===== config.mk =====
export PLATFORM = sky130hd
export DESIGN_NAME = sci_core
export DESIGN_NICKNAME = d
export VERILOG_FILES = /design/src/sci_pkg.sv /design/src/sci_core.sv /design/src/sci_tx_shift.sv
export SDC_FILE = /design/constraint.sdc
export NUM_CORES = 1
export LEC_CHECK = 0
export ABC_AREA = 1
export BUFFER_PORTS_ARGS = -buffer_cell sky130_fd_sc_hd__buf_2
export CAP_MARGIN = 40
export CELL_PAD_IN_SITES_DETAIL_PLACEMENT = 0
export CELL_PAD_IN_SITES_GLOBAL_PLACEMENT = 1
export CORE_ASPECT_RATIO = 0.6
export CORE_UTILIZATION = 41
export CTS_CLUSTER_SIZE = 25
export DETAILED_ROUTE_END_ITERATION = 7
export PLACE_DENSITY = 0.85
export SYNTH_ARGS = -nofsm -noshare
export SYNTH_HDL_FRONTEND = slang
export SYNTH_SLANG_ARGS = --single-unit

===== constraint.sdc =====
create_clock -name i_clock -period 2.6 [get_ports i_clock]
set_clock_uncertainty 0.05 [all_clocks]
set_input_delay 0.26 -clock i_clock [delete_from_list [all_inputs] [get_ports i_clock]]
set_output_delay 0.26 -clock i_clock [all_outputs]
set_load 0.05 [all_outputs]

===== src/sci_pkg.sv =====
package sci_pkg;
  localparam logic [7:0] CH_CR = 8'h0d;
  localparam logic [7:0] CH_LF = 8'h0a;
  localparam logic [7:0] CH_SEMI = 8'h3b;
  localparam logic [7:0] CH_QUEST = 8'h3f;
  localparam logic [7:0] CH_STAR = 8'h2a;
  localparam logic [7:0] CH_SPACE = 8'h20;
  localparam logic [7:0] CH_COMMA = 8'h2c;
  localparam logic [7:0] CH_PLUS = 8'h2b;
  localparam logic [7:0] CH_MINUS = 8'h2d;
  localparam logic [7:0] CH_DOT = 8'h2e;
  localparam logic [7:0] CH_ZERO = 8'h30;
  localparam int LINE_DEPTH = 32;
  localparam int LINE_AW = 5;
  localparam int NAME_LEN = 5;
  localparam int RESP_LEN = 24;
  localparam int RESP_AW = 5;
  localparam logic [2:0] RANGE_RESET = 3'h0;
  localparam logic [2:0] RANGE_MAX = 3'h3;
  localparam logic [1:0] CMD_NONE = 2'h0;
  localparam logic [1:0] CMD_IDN = 2'h1;
  localparam logic [1:0] CMD_RANGE = 2'h2;
  localparam logic [1:0] CMD_KELVIN = 2'h3;
  // Neutral identity strings, arbitrary values
  localparam logic [8*4-1:0] ID_MAKER = 32'h4143_4d45;
  localparam logic [8*4-1:0] ID_MODEL = 32'h554e_4954;
  localparam logic [8*5-1:0] ID_SERIAL = 40'h3030_3030_31;
  localparam logic [8*6-1:0] ID_DATE = 48'h3031_3031_3030;
  // Kelvin reading: sign, 3 integer digits, point, 2 fraction digits
  localparam int KEL_CHARS = 7;
  typedef enum logic [2:0] {SCI_COLLECT, SCI_SCAN, SCI_PARAM, SCI_EXEC, SCI_SEND} sci_state_t;
endpackage


===== src/sci_core.sv =====
`timescale 1ns/10ps
// How it works
// Every response ends with carriage return then line feed.
// Correct query name without question mark produces no reply.
// Unknown names are dropped silently, no error reply.
// Host separates name and parameters with a space.
// Short numbers accepted; replies always padded to full field.
// Unsigned numbers positive; minus sign needed for negatives.
// Setting commands apply the value and send nothing.
// Semicolon-separated commands run in order within one line.
// Identity query returns maker, model, serial, date comma separated.
// Names starting with asterisk decode as common commands.
// Numeric fields are digits with optional point; alnum fields letters/digits.
// Host baud rate matches the device.
// Host waits for terminators, times out after idle polls.
// Host sends whole line including terminators at once.
// Host may space commands 100 ms apart.
// Buffer a full line, process it, clear before next line.
module sci_core (
  input wire logic i_clock,
  input wire logic i_nrst,
  input wire logic i_ce,
  input wire logic i_rx_valid,
  input wire logic [7:0] i_rx_data,
  output logic o_rx_ready,
  output logic o_tx_valid,
  output logic [7:0] o_tx_data,
  input wire logic i_tx_ready,
  input wire logic [15:0] i_kelvin_bcd,
  output logic [2:0] o_heater_range,
  output logic o_busy
);
  typedef struct packed {
    sci_pkg::sci_state_t state;
    logic [sci_pkg::LINE_DEPTH-1:0][7:0] line;
    logic [sci_pkg::LINE_AW-1:0] wr;
    logic [sci_pkg::LINE_AW-1:0] rd;
    logic [8*sci_pkg::NAME_LEN-1:0] name;
    logic [2:0] nlen;
    logic star;
    logic query;
    logic bad;
    logic [2:0] pval;
    logic pdig;
    logic pneg;
    logic pfrac;
    logic [2:0] range;
    logic load;
    logic [8*sci_pkg::RESP_LEN-1:0] text;
    logic [sci_pkg::RESP_AW-1:0] count;
  } sci_st_t;
  sci_st_t st_r, st_nxt;
  logic tx_busy;
  logic [7:0] ch;

  function automatic logic is_digit(input logic [7:0] c);
    return c >= sci_pkg::CH_ZERO && c <= 8'h39;
  endfunction
  function automatic logic is_alpha(input logic [7:0] c);
    return (c >= 8'h41 && c <= 8'h5a) || (c >= 8'h61 && c <= 8'h7a);
  endfunction
  function automatic logic [7:0] upcase(input logic [7:0] c);
    return (c >= 8'h61 && c <= 8'h7a) ? c - 8'h20 : c;
  endfunction
  function automatic logic [1:0] decode(input logic [39:0] n, input logic [2:0] len, input logic star);
    if (star) begin
      return (len == 3'd3 && n[23:0] == 24'h49_44_4e) ? sci_pkg::CMD_IDN : sci_pkg::CMD_NONE;
    end
    if (len == 3'd5 && n == 40'h52_41_4e_47_45) begin
      return sci_pkg::CMD_RANGE;
    end
    if (len == 3'd4 && n[31:0] == 32'h4b_52_44_47) begin
      return sci_pkg::CMD_KELVIN;
    end
    return sci_pkg::CMD_NONE;
  endfunction

  assign ch = st_r.line[st_r.rd];

  always_comb begin
    logic [1:0] cmd;
    logic end_item;
    logic [7:0] acc;
    cmd = decode(st_r.name, st_r.nlen, st_r.star);
    acc = '0;
    end_item = (st_r.rd == st_r.wr) || ch == sci_pkg::CH_SEMI || ch == sci_pkg::CH_CR
      || ch == sci_pkg::CH_LF;
    st_nxt = st_r;
    st_nxt.load = 1'b0;
    unique case (st_r.state)
      sci_pkg::SCI_COLLECT: begin
        if (i_rx_valid) begin
          st_nxt.line[st_r.wr] = i_rx_data;
          if (i_rx_data == sci_pkg::CH_LF) begin
            st_nxt.state = sci_pkg::SCI_SCAN;
            st_nxt.rd = '0;
            st_nxt.name = '0;
            st_nxt.nlen = '0;
            st_nxt.star = 1'b0;
            st_nxt.query = 1'b0;
            st_nxt.bad = 1'b0;
          end else if (st_r.wr != sci_pkg::LINE_AW'(sci_pkg::LINE_DEPTH - 1)) begin
            st_nxt.wr = st_r.wr + 1'b1;
          end
        end
      end
      sci_pkg::SCI_SCAN: begin
        // Blanks before a name, as after a semicolon, are skipped
        if (end_item || (ch == sci_pkg::CH_SPACE && st_r.nlen != '0)) begin
          st_nxt.state = end_item ? sci_pkg::SCI_EXEC : sci_pkg::SCI_PARAM;
          st_nxt.pval = '0;
          st_nxt.pdig = 1'b0;
          st_nxt.pneg = 1'b0;
          st_nxt.pfrac = 1'b0;
          if (!end_item) st_nxt.rd = st_r.rd + 1'b1;
        end else begin
          st_nxt.rd = st_r.rd + 1'b1;
          if (ch == sci_pkg::CH_SPACE) begin
            st_nxt.bad = st_r.bad;
          end else if (ch == sci_pkg::CH_STAR && st_r.nlen == '0 && !st_r.star) begin
            st_nxt.star = 1'b1;
          end else if (ch == sci_pkg::CH_QUEST) begin
            st_nxt.query = 1'b1;
          end else if (st_r.query || st_r.nlen == 3'd5 || !(is_alpha(ch) || is_digit(ch))) begin
            st_nxt.bad = 1'b1;
          end else begin
            st_nxt.name = {st_r.name[31:0], upcase(ch)};
            st_nxt.nlen = st_r.nlen + 1'b1;
          end
        end
      end
      sci_pkg::SCI_PARAM: begin
        if (end_item) begin
          st_nxt.state = sci_pkg::SCI_EXEC;
        end else begin
          st_nxt.rd = st_r.rd + 1'b1;
          if (ch == sci_pkg::CH_MINUS && !st_r.pdig) begin
            st_nxt.pneg = 1'b1;
          end else if (ch == sci_pkg::CH_PLUS && !st_r.pdig) begin
            st_nxt.pneg = 1'b0;
          end else if (is_digit(ch)) begin
            st_nxt.pdig = 1'b1;
            acc = 8'(st_r.pval) * 8'd10 + {4'h0, ch[3:0]};
            if (st_r.pfrac) begin
              // Integer field: only zeros may follow the point
              st_nxt.pval = ch == sci_pkg::CH_ZERO ? st_r.pval : 3'h7;
            end else begin
              st_nxt.pval = acc > 8'(sci_pkg::RANGE_MAX) ? 3'h7 : acc[2:0];
            end
          end else if (ch == sci_pkg::CH_DOT) begin
            st_nxt.pfrac = 1'b1;
          end else if (ch == sci_pkg::CH_SPACE || ch == sci_pkg::CH_COMMA) begin
            st_nxt.pdig = st_r.pdig;
          end else if (!is_alpha(ch)) begin
            st_nxt.bad = 1'b1;
          end
        end
      end
      sci_pkg::SCI_EXEC: begin
        if (!tx_busy) begin
          st_nxt.state = sci_pkg::SCI_SCAN;
          st_nxt.name = '0;
          st_nxt.nlen = '0;
          st_nxt.star = 1'b0;
          st_nxt.query = 1'b0;
          st_nxt.bad = 1'b0;
          if (!st_r.bad && st_r.query) begin
            st_nxt.load = cmd != sci_pkg::CMD_NONE;
            unique case (cmd)
              sci_pkg::CMD_IDN: begin
                st_nxt.text = {sci_pkg::ID_MAKER, sci_pkg::CH_COMMA, sci_pkg::ID_MODEL, sci_pkg::CH_COMMA,
                  sci_pkg::ID_SERIAL, sci_pkg::CH_COMMA, sci_pkg::ID_DATE, sci_pkg::CH_CR, sci_pkg::CH_LF};
                st_nxt.count = 5'd24;
              end
              sci_pkg::CMD_RANGE: begin
                st_nxt.text = {8'(sci_pkg::CH_ZERO + 8'(st_r.range)), sci_pkg::CH_CR, sci_pkg::CH_LF, 168'h0};
                st_nxt.count = 5'd3;
              end
              sci_pkg::CMD_KELVIN: begin
                // Hundreds digit is not measured, always sent as zero
                st_nxt.text = {sci_pkg::CH_PLUS, sci_pkg::CH_ZERO, 4'h3, i_kelvin_bcd[15:12], 4'h3, i_kelvin_bcd[11:8],
                  sci_pkg::CH_DOT, 4'h3, i_kelvin_bcd[7:4], 4'h3, i_kelvin_bcd[3:0], sci_pkg::CH_CR,
                  sci_pkg::CH_LF, 120'h0};
                st_nxt.count = 5'(sci_pkg::KEL_CHARS + 2);
              end
              default: begin
                st_nxt.load = 1'b0;
              end
            endcase
          end else if (!st_r.bad && cmd == sci_pkg::CMD_RANGE && st_r.pdig && !st_r.pneg
            && st_r.pval <= sci_pkg::RANGE_MAX) begin
            st_nxt.range = st_r.pval;
          end
          if (st_r.rd == st_r.wr) begin
            st_nxt.state = sci_pkg::SCI_SEND;
          end else begin
            st_nxt.rd = st_r.rd + 1'b1;
          end
        end
      end
      sci_pkg::SCI_SEND: begin
        if (!tx_busy && !st_r.load) begin
          st_nxt.state = sci_pkg::SCI_COLLECT;
          st_nxt.wr = '0;
          st_nxt.rd = '0;
        end
      end
    endcase
  end

  always_ff @(posedge i_clock) begin
    if (!i_nrst) begin
      st_r <= '0;
      st_r.state <= sci_pkg::SCI_COLLECT;
      st_r.range <= sci_pkg::RANGE_RESET;
    end else if (i_ce) begin
      st_r <= st_nxt;
    end
  end

  sci_tx_shift u_tx (
    .i_clock(i_clock),
    .i_nrst(i_nrst),
    .i_ce(i_ce),
    .i_load(st_r.load),
    .i_text(st_r.text),
    .i_count(st_r.count),
    .i_tx_ready(i_tx_ready),
    .o_tx_valid(o_tx_valid),
    .o_tx_data(o_tx_data),
    .o_busy(tx_busy)
  );

  assign o_rx_ready = st_r.state == sci_pkg::SCI_COLLECT;
  assign o_heater_range = st_r.range;
  assign o_busy = st_r.state != sci_pkg::SCI_COLLECT;

  a_tx_only_query: assert property (@(posedge i_clock) disable iff (!i_nrst)
    $rose(st_r.load) |-> $past(st_r.query))
    else $error("response loaded without query");
  a_last_is_lf: assert property (@(posedge i_clock) disable iff (!i_nrst)
    st_r.load && i_ce |=> st_r.text[7:0] == sci_pkg::CH_LF || st_r.count != 5'd24)
    else $error("identity reply lacks line feed");
  a_no_bad_reply: assert property (@(posedge i_clock) disable iff (!i_nrst)
    st_r.state == sci_pkg::SCI_EXEC && st_r.bad |=> !st_r.load)
    else $error("reply to malformed name");
  a_range_valid: assert property (@(posedge i_clock) disable iff (!i_nrst)
    o_heater_range <= sci_pkg::RANGE_MAX)
    else $error("heater range out of bounds");
  a_line_cleared: assert property (@(posedge i_clock) disable iff (!i_nrst)
    $rose(o_rx_ready) |-> st_r.wr == '0)
    else $error("line buffer not cleared");
  a_no_rx_busy: assert property (@(posedge i_clock) disable iff (!i_nrst)
    o_tx_valid |-> !o_rx_ready)
    else $error("accepting while reply pending");
  a_reply_crlf: assert property (@(posedge i_clock) disable iff (!i_nrst)
    $rose(st_r.load) |-> st_r.text[8*(sci_pkg::RESP_LEN - int'(st_r.count)) +: 16] == {sci_pkg::CH_CR, sci_pkg::CH_LF})
    else $error("reply lacks terminators");
  a_kel_format: assert property (@(posedge i_clock) disable iff (!i_nrst)
    $rose(st_r.load) && st_r.count == 5'(sci_pkg::KEL_CHARS + 2) |-> st_r.text[8*sci_pkg::RESP_LEN-1 -: 16]
      == {sci_pkg::CH_PLUS, sci_pkg::CH_ZERO} && st_r.text[8*sci_pkg::RESP_LEN-33 -: 8] == sci_pkg::CH_DOT)
    else $error("reading not padded");
  a_star_decode: assert property (@(posedge i_clock) disable iff (!i_nrst)
    st_r.state == sci_pkg::SCI_EXEC && !st_r.star |=> !(st_r.load && st_r.count == 5'd24))
    else $error("identity without asterisk");
  a_neg_ignored: assert property (@(posedge i_clock) disable iff (!i_nrst)
    st_r.state == sci_pkg::SCI_EXEC && st_r.pneg |=> $stable(o_heater_range))
    else $error("negative range applied");
  a_range_hold: assert property (@(posedge i_clock) disable iff (!i_nrst)
    st_r.state != sci_pkg::SCI_EXEC |=> $stable(o_heater_range))
    else $error("range changed outside execute");
  a_noq_silent: assert property (@(posedge i_clock) disable iff (!i_nrst)
    st_r.state == sci_pkg::SCI_EXEC && !st_r.query |=> !st_r.load)
    else $error("reply without question mark");
  c_idn: cover property (@(posedge i_clock) st_r.load && st_r.count == 5'd24);
  c_range_set: cover property (@(posedge i_clock) $changed(o_heater_range));
  c_tx_char: cover property (@(posedge i_clock) o_tx_valid && i_tx_ready);
  c_kelvin: cover property (@(posedge i_clock) $rose(st_r.load) && st_r.count == 5'(sci_pkg::KEL_CHARS + 2));
  c_multi: cover property (@(posedge i_clock) st_r.state == sci_pkg::SCI_EXEC && ch == sci_pkg::CH_SEMI);
endmodule // sci_core


===== src/sci_tx_shift.sv =====
`timescale 1ns/10ps
// Response character serialiser; one char per ready handshake.
module sci_tx_shift (
  input wire logic i_clock,
  input wire logic i_nrst,
  input wire logic i_ce,
  input wire logic i_load,
  input wire logic [8*sci_pkg::RESP_LEN-1:0] i_text,
  input wire logic [sci_pkg::RESP_AW-1:0] i_count,
  input wire logic i_tx_ready,
  output logic o_tx_valid,
  output logic [7:0] o_tx_data,
  output logic o_busy
);
  typedef struct packed {
    logic [8*sci_pkg::RESP_LEN-1:0] text;
    logic [sci_pkg::RESP_AW-1:0] left;
  } sci_tx_t;
  sci_tx_t st_r, st_nxt;

  always_comb begin
    st_nxt = st_r;
    if (i_load && st_r.left == '0) begin
      st_nxt.text = i_text;
      st_nxt.left = i_count;
    end else if (st_r.left != '0 && i_tx_ready) begin
      // First char sits in the top byte, so shift up
      st_nxt.left = st_r.left - 1'b1;
      st_nxt.text = st_r.text << 8;
    end
  end

  always_ff @(posedge i_clock) begin
    if (!i_nrst) begin
      st_r <= '0;
    end else if (i_ce) begin
      st_r <= st_nxt;
    end
  end

  assign o_tx_valid = st_r.left != '0;
  assign o_tx_data = st_r.text[8*sci_pkg::RESP_LEN-1 -: 8];
  assign o_busy = st_r.left != '0;
endmodule // sci_tx_shift

==> impl_metrics.toml <==
[finish]
fin_nets = 3422
drive_gt1_share_pct = 16.98
fillers = 5107
area_growth_pct = 21.84
n_antenna_cell = 0

[run_status]
violations = "negative setup slack"
status = "complete, but fails checks"

[drt]
wl_per_cell_um = 17.15
dr_total_vias = 22200
first_pass_iters = 5
drc = 0
drt_iter0_drc = 2404
ant_nets = 0
routed_wirelength_um = 70450
viasPerCell = 5.405

[setup_path]
cp_max_fo = 9
reg2reg_slack_ns = -0.42
reg2reg_depth = 24
start_kind = "flop"
regToRegEndpoint = "st_r[246]"
crit_path_frequent_cell = "nand2_1"
end_kind = "flop"
worstPathCellList = "buf_12 -> buf_4 -> buf_16 -> nand2_1 -> nand3_1 -> nand3_1 -> nand2_2 -> nand2_2 -> nand2_1 -> nand2_1 -> nand2_2 -> ha_2 -> inv_1 -> nor2_1 -> nand2_1 -> nand3_2 -> nand2_4 -> nand3_4 -> nand2_4 -> nand2_8 -> nand2_8 -> buf_12 -> nand2_1 -> a21oi_1"
worstSetupPathType = "reg2reg"
reg2reg_from = "st_r[253]"
worst-path-buf-inv = 5
arrival_ns = 3.38
cpLargestDelayFamily = "simple AND/OR/NAND/NOR gates"
cp_slowest_stage_delay_ns = 0.36
cp.required_ns = 2.96
cpMaxStageDelayCell = "dfxtp_4"

[timing]
post-route-period-util_pct = 116.2
hold_viol_final = 0
fmax_mhz = 330.9
rsz0062_at_grt = "yes"
fin_crit_ns = 3.022
whs_ns = 0.1208
slew_headroom_pct = 38.43
tightest_slew_ns = 0.9236
timing.final.ws_setup_ns = -0.4224
final-setup-viol-count = 60
slew_viol_final = 0

[synthesis]
avgSynthCellArea_sq_um = 6.863
syn-cell-area_sq_um = 22190
syn-num-nets = 3283
ys_ff_latch = 479
synth_edf_count = 0
yosys.cell_types.count = 54
synthCells = 3233
synth_top_flop_cell = "dfxtp_1"
synth_warnings = 0
synth.yosys.seq_area_share_pct = 43.22
async_reset_ff_share_pct = 0

[cts]
cts.sinks = 479
h-tree-depth = 2
cts_tree = "yes"
cts_buffers = 45
clock-root-buffer = "clkbuf_16"
clkLatencyLatePin_ns = 0.58
clk_pin_slew_ns = 0.06
clockBufferDepth = 3

[die]
die_h_um = 182.2
rows = 65
core_sq_um = 53030
die_w_um = 302.3
start_util_pct = 41.85
die_area_sq_um = 55080
ioPinCount = 43

[power_and_ir_drop]
p_comb_share_pct = 16.7
switching_share_pct = 29.36
clockPowerShare_pct = 38.1
switchingPower_mw = 5.308
vdd_drop_max_uv = 725.7
power.leakage_nw = 10.88
p_per_area_nw_per_um2 = 668.8
internal_power_mw = 12.77
power_mw = 18.08
pwr-share-seq_pct = 45.1

[global_route]
met3_usage_pct = 5.012
grt_pass1_vias = 20740
antenna_found_initial = 0
use_met2_pct = 34.77
grt_max_degree = 238
met1_usage_pct = 39.64
track_usage_pct = 25.23
grt.busiest_layer = "met1"
grt_pass1_wl_um = 112400
gr-total-overflow = 0

[min_path]
hold-path-endpoint = "u_tx.st_r[2]"
hp-start = "i_ce"
hold_depth = 3
hold_class = "in2reg"

[placement]
gp_congestion = 0.9204
dp_hpwl_um = 45920
port-buffer-count = 41

[job]
max_cap_violations = 0
==> final cells by class <==
| class | count | area [sq um] | share of cell area, % |
|---|---|---|---|
| clock buffer | 67 | 1299 | 4.804 |
| clock inverter | 13 | 222.7 | 0.8238 |
| inverter | 163 | 633.1 | 2.342 |
| multi-input combinational | 2375 | 11500 | 42.53 |
| sequential | 479 | 9594 | 35.49 |
| tap | 703 | 879.6 | 3.254 |
| timing repair buffer | 308 | 2908 | 10.76 |
==> cell families after synthesis <==
family,count (synthesis),share of synthesized area [%]
simple gates,1725,32.25
compound gates,622,14.93
flops,479,43.22
buf+inv,379,8.131
fa+ha+maj,21,1.218
xor+xnor,6,0.2368
other cells,1,0.01690
==> cells in the mapped netlist, types with 2 or more instances <==
cell type / instances / area (sq um)
nand3_1: 293 / 1466
nand3b_1: 4 / 30.03
nor2_1: 586 / 2200
ha_1: 20 / 250.2
a211oi_1: 5 / 37.54
clkinv_1: 3 / 11.26
or2_2: 2 / 12.51
nor2_2: 4 / 25.02
buf_1: 7 / 26.28
nand2_4: 5 / 56.30
a21oi_4: 2 / 32.53
nor4_1: 11 / 68.82
nor4b_1: 2 / 17.52
buf_4: 35 / 262.8
clkbuf_1: 127 / 476.7
inv_2: 5 / 18.77
nand2_1: 738 / 2770
o21ai_0: 346 / 1732
buf_2: 23 / 115.1
a21oi_2: 9 / 78.83
and3_1: 2 / 12.51
a21oi_1: 167 / 835.8
o211ai_1: 4 / 30.03
nand4_1: 17 / 106.4
nor2_4: 3 / 33.78
buf_6: 10 / 112.6
a31oi_1: 80 / 500.5
xor2_1: 4 / 35.03
xnor2_1: 2 / 17.52
o21ai_1: 3 / 15.01
dfxtp_1: 479 / 9589
buf_8: 10 / 150.1
inv_1: 154 / 578.1
nand2_2: 26 / 162.7
nor3_1: 26 / 130.1
==> cells in the final DEF, fill, tap and decap left out, types with 8 or more instances in the layout <==
cell	synthesis	routed
a21oi_1	167	156
a21oi_2	9	19
a31oi_1	80	80
buf_12	1	29
buf_2	23	40
buf_4	35	197
buf_6	10	10
clkbuf_1	127	13
clkbuf_16	0	47
clkbuf_8	0	9
dfxtp_1	479	477
dlygate4sd3_1	1	16
ha_1	20	18
inv_1	154	149
inv_2	5	8
nand2_1	738	668
nand2_2	26	82
nand2_4	5	17
nand3_1	293	247
nand3_2	1	42
nand4_1	17	17
nor2_1	586	571
nor2_2	4	13
nor2_4	3	9
nor3_1	26	24
nor4_1	11	11
o21ai_0	346	341
==> worst register-to-register path, cell delays in order (launching register included) <==
cell and delay, ns:
dfxtp_4 0.36, buf_12 0.16, buf_4 0.18, buf_16 0.14, nand2_1 0.05, nand3_1 0.09
nand3_1 0.10, nand2_2 0.16, nand2_2 0.08, nand2_1 0.06, nand2_1 0.06, nand2_2 0.13
ha_2 0.18, inv_1 0.04, nor2_1 0.10, nand2_1 0.08, nand3_2 0.10, nand2_4 0.07
nand3_4 0.09, nand2_4 0.07, nand2_8 0.14, nand2_8 0.10, buf_12 0.15, nand2_1 0.07
a21oi_1 0.06
==> worst max-delay path by stage <==
stage / from / endpoint / slack (ns) / cells after the start
detailed placement: st_r[253] / st_r[206] / -0.43 / 20
finish: st_r[253] / st_r[246] / -0.42 / 24
global route: st_r[253] / st_r[218] / -0.60 / 26
global placement: st_r[253] / st_r[204] / -0.44 / 20
floorplan: st_r[253] / st_r[204] / -0.09 / 23
CTS: st_r[253] / st_r[232] / -0.33 / 21
==> routing by layer <==
metal / wire length, um / share of wire [%]
met3: 5803 / 8.2
met2: 27580 / 39
met1: 35930 / 51
met5: 0 / 0
met4: 1124 / 1.6
==> repair_timing <==
item	4_1_cts	5_1_grt
hold buffers	16	0
endpoints found under the setup margin	69	195
pin swaps	39	35
buffers inserted	34	5
hold endpoints to repair	16	0
cloned	8	2
gates resized for setup	143	79
==> stage by stage <==
stage          setup TNS [ns]  worst slack, ns  util (%)  std cells  cell area (sq um)
2_1_floorplan         -0.1823         -0.09115         -       3233              22210
3_3_place_gp           -21.30          -0.4368     45.15       3964              23940
3_5_place_dp           -21.61          -0.4322     45.15       3964              23940
4_1_cts                -15.83          -0.3257     50.27       4101              26660
5_1_grt                -35.13          -0.6008     50.98       4108              27030
6_report               -21.49          -0.4224     50.98       4108              27030
==> power groups by stage <==
stage	clock [mW]	sequential (mW)	combinational, mW
2_1_floorplan	0	8.22	2.02
4_1_cts	7.01	8.15	2.95
6_report	6.89	8.16	3.03
5_1_grt	7.31	8.22	3.35
3_5_place_dp	0	8.31	2.82
3_3_place_gp	0	8.29	2.77
Note: power is estimated with default switching activity, not from simulation.
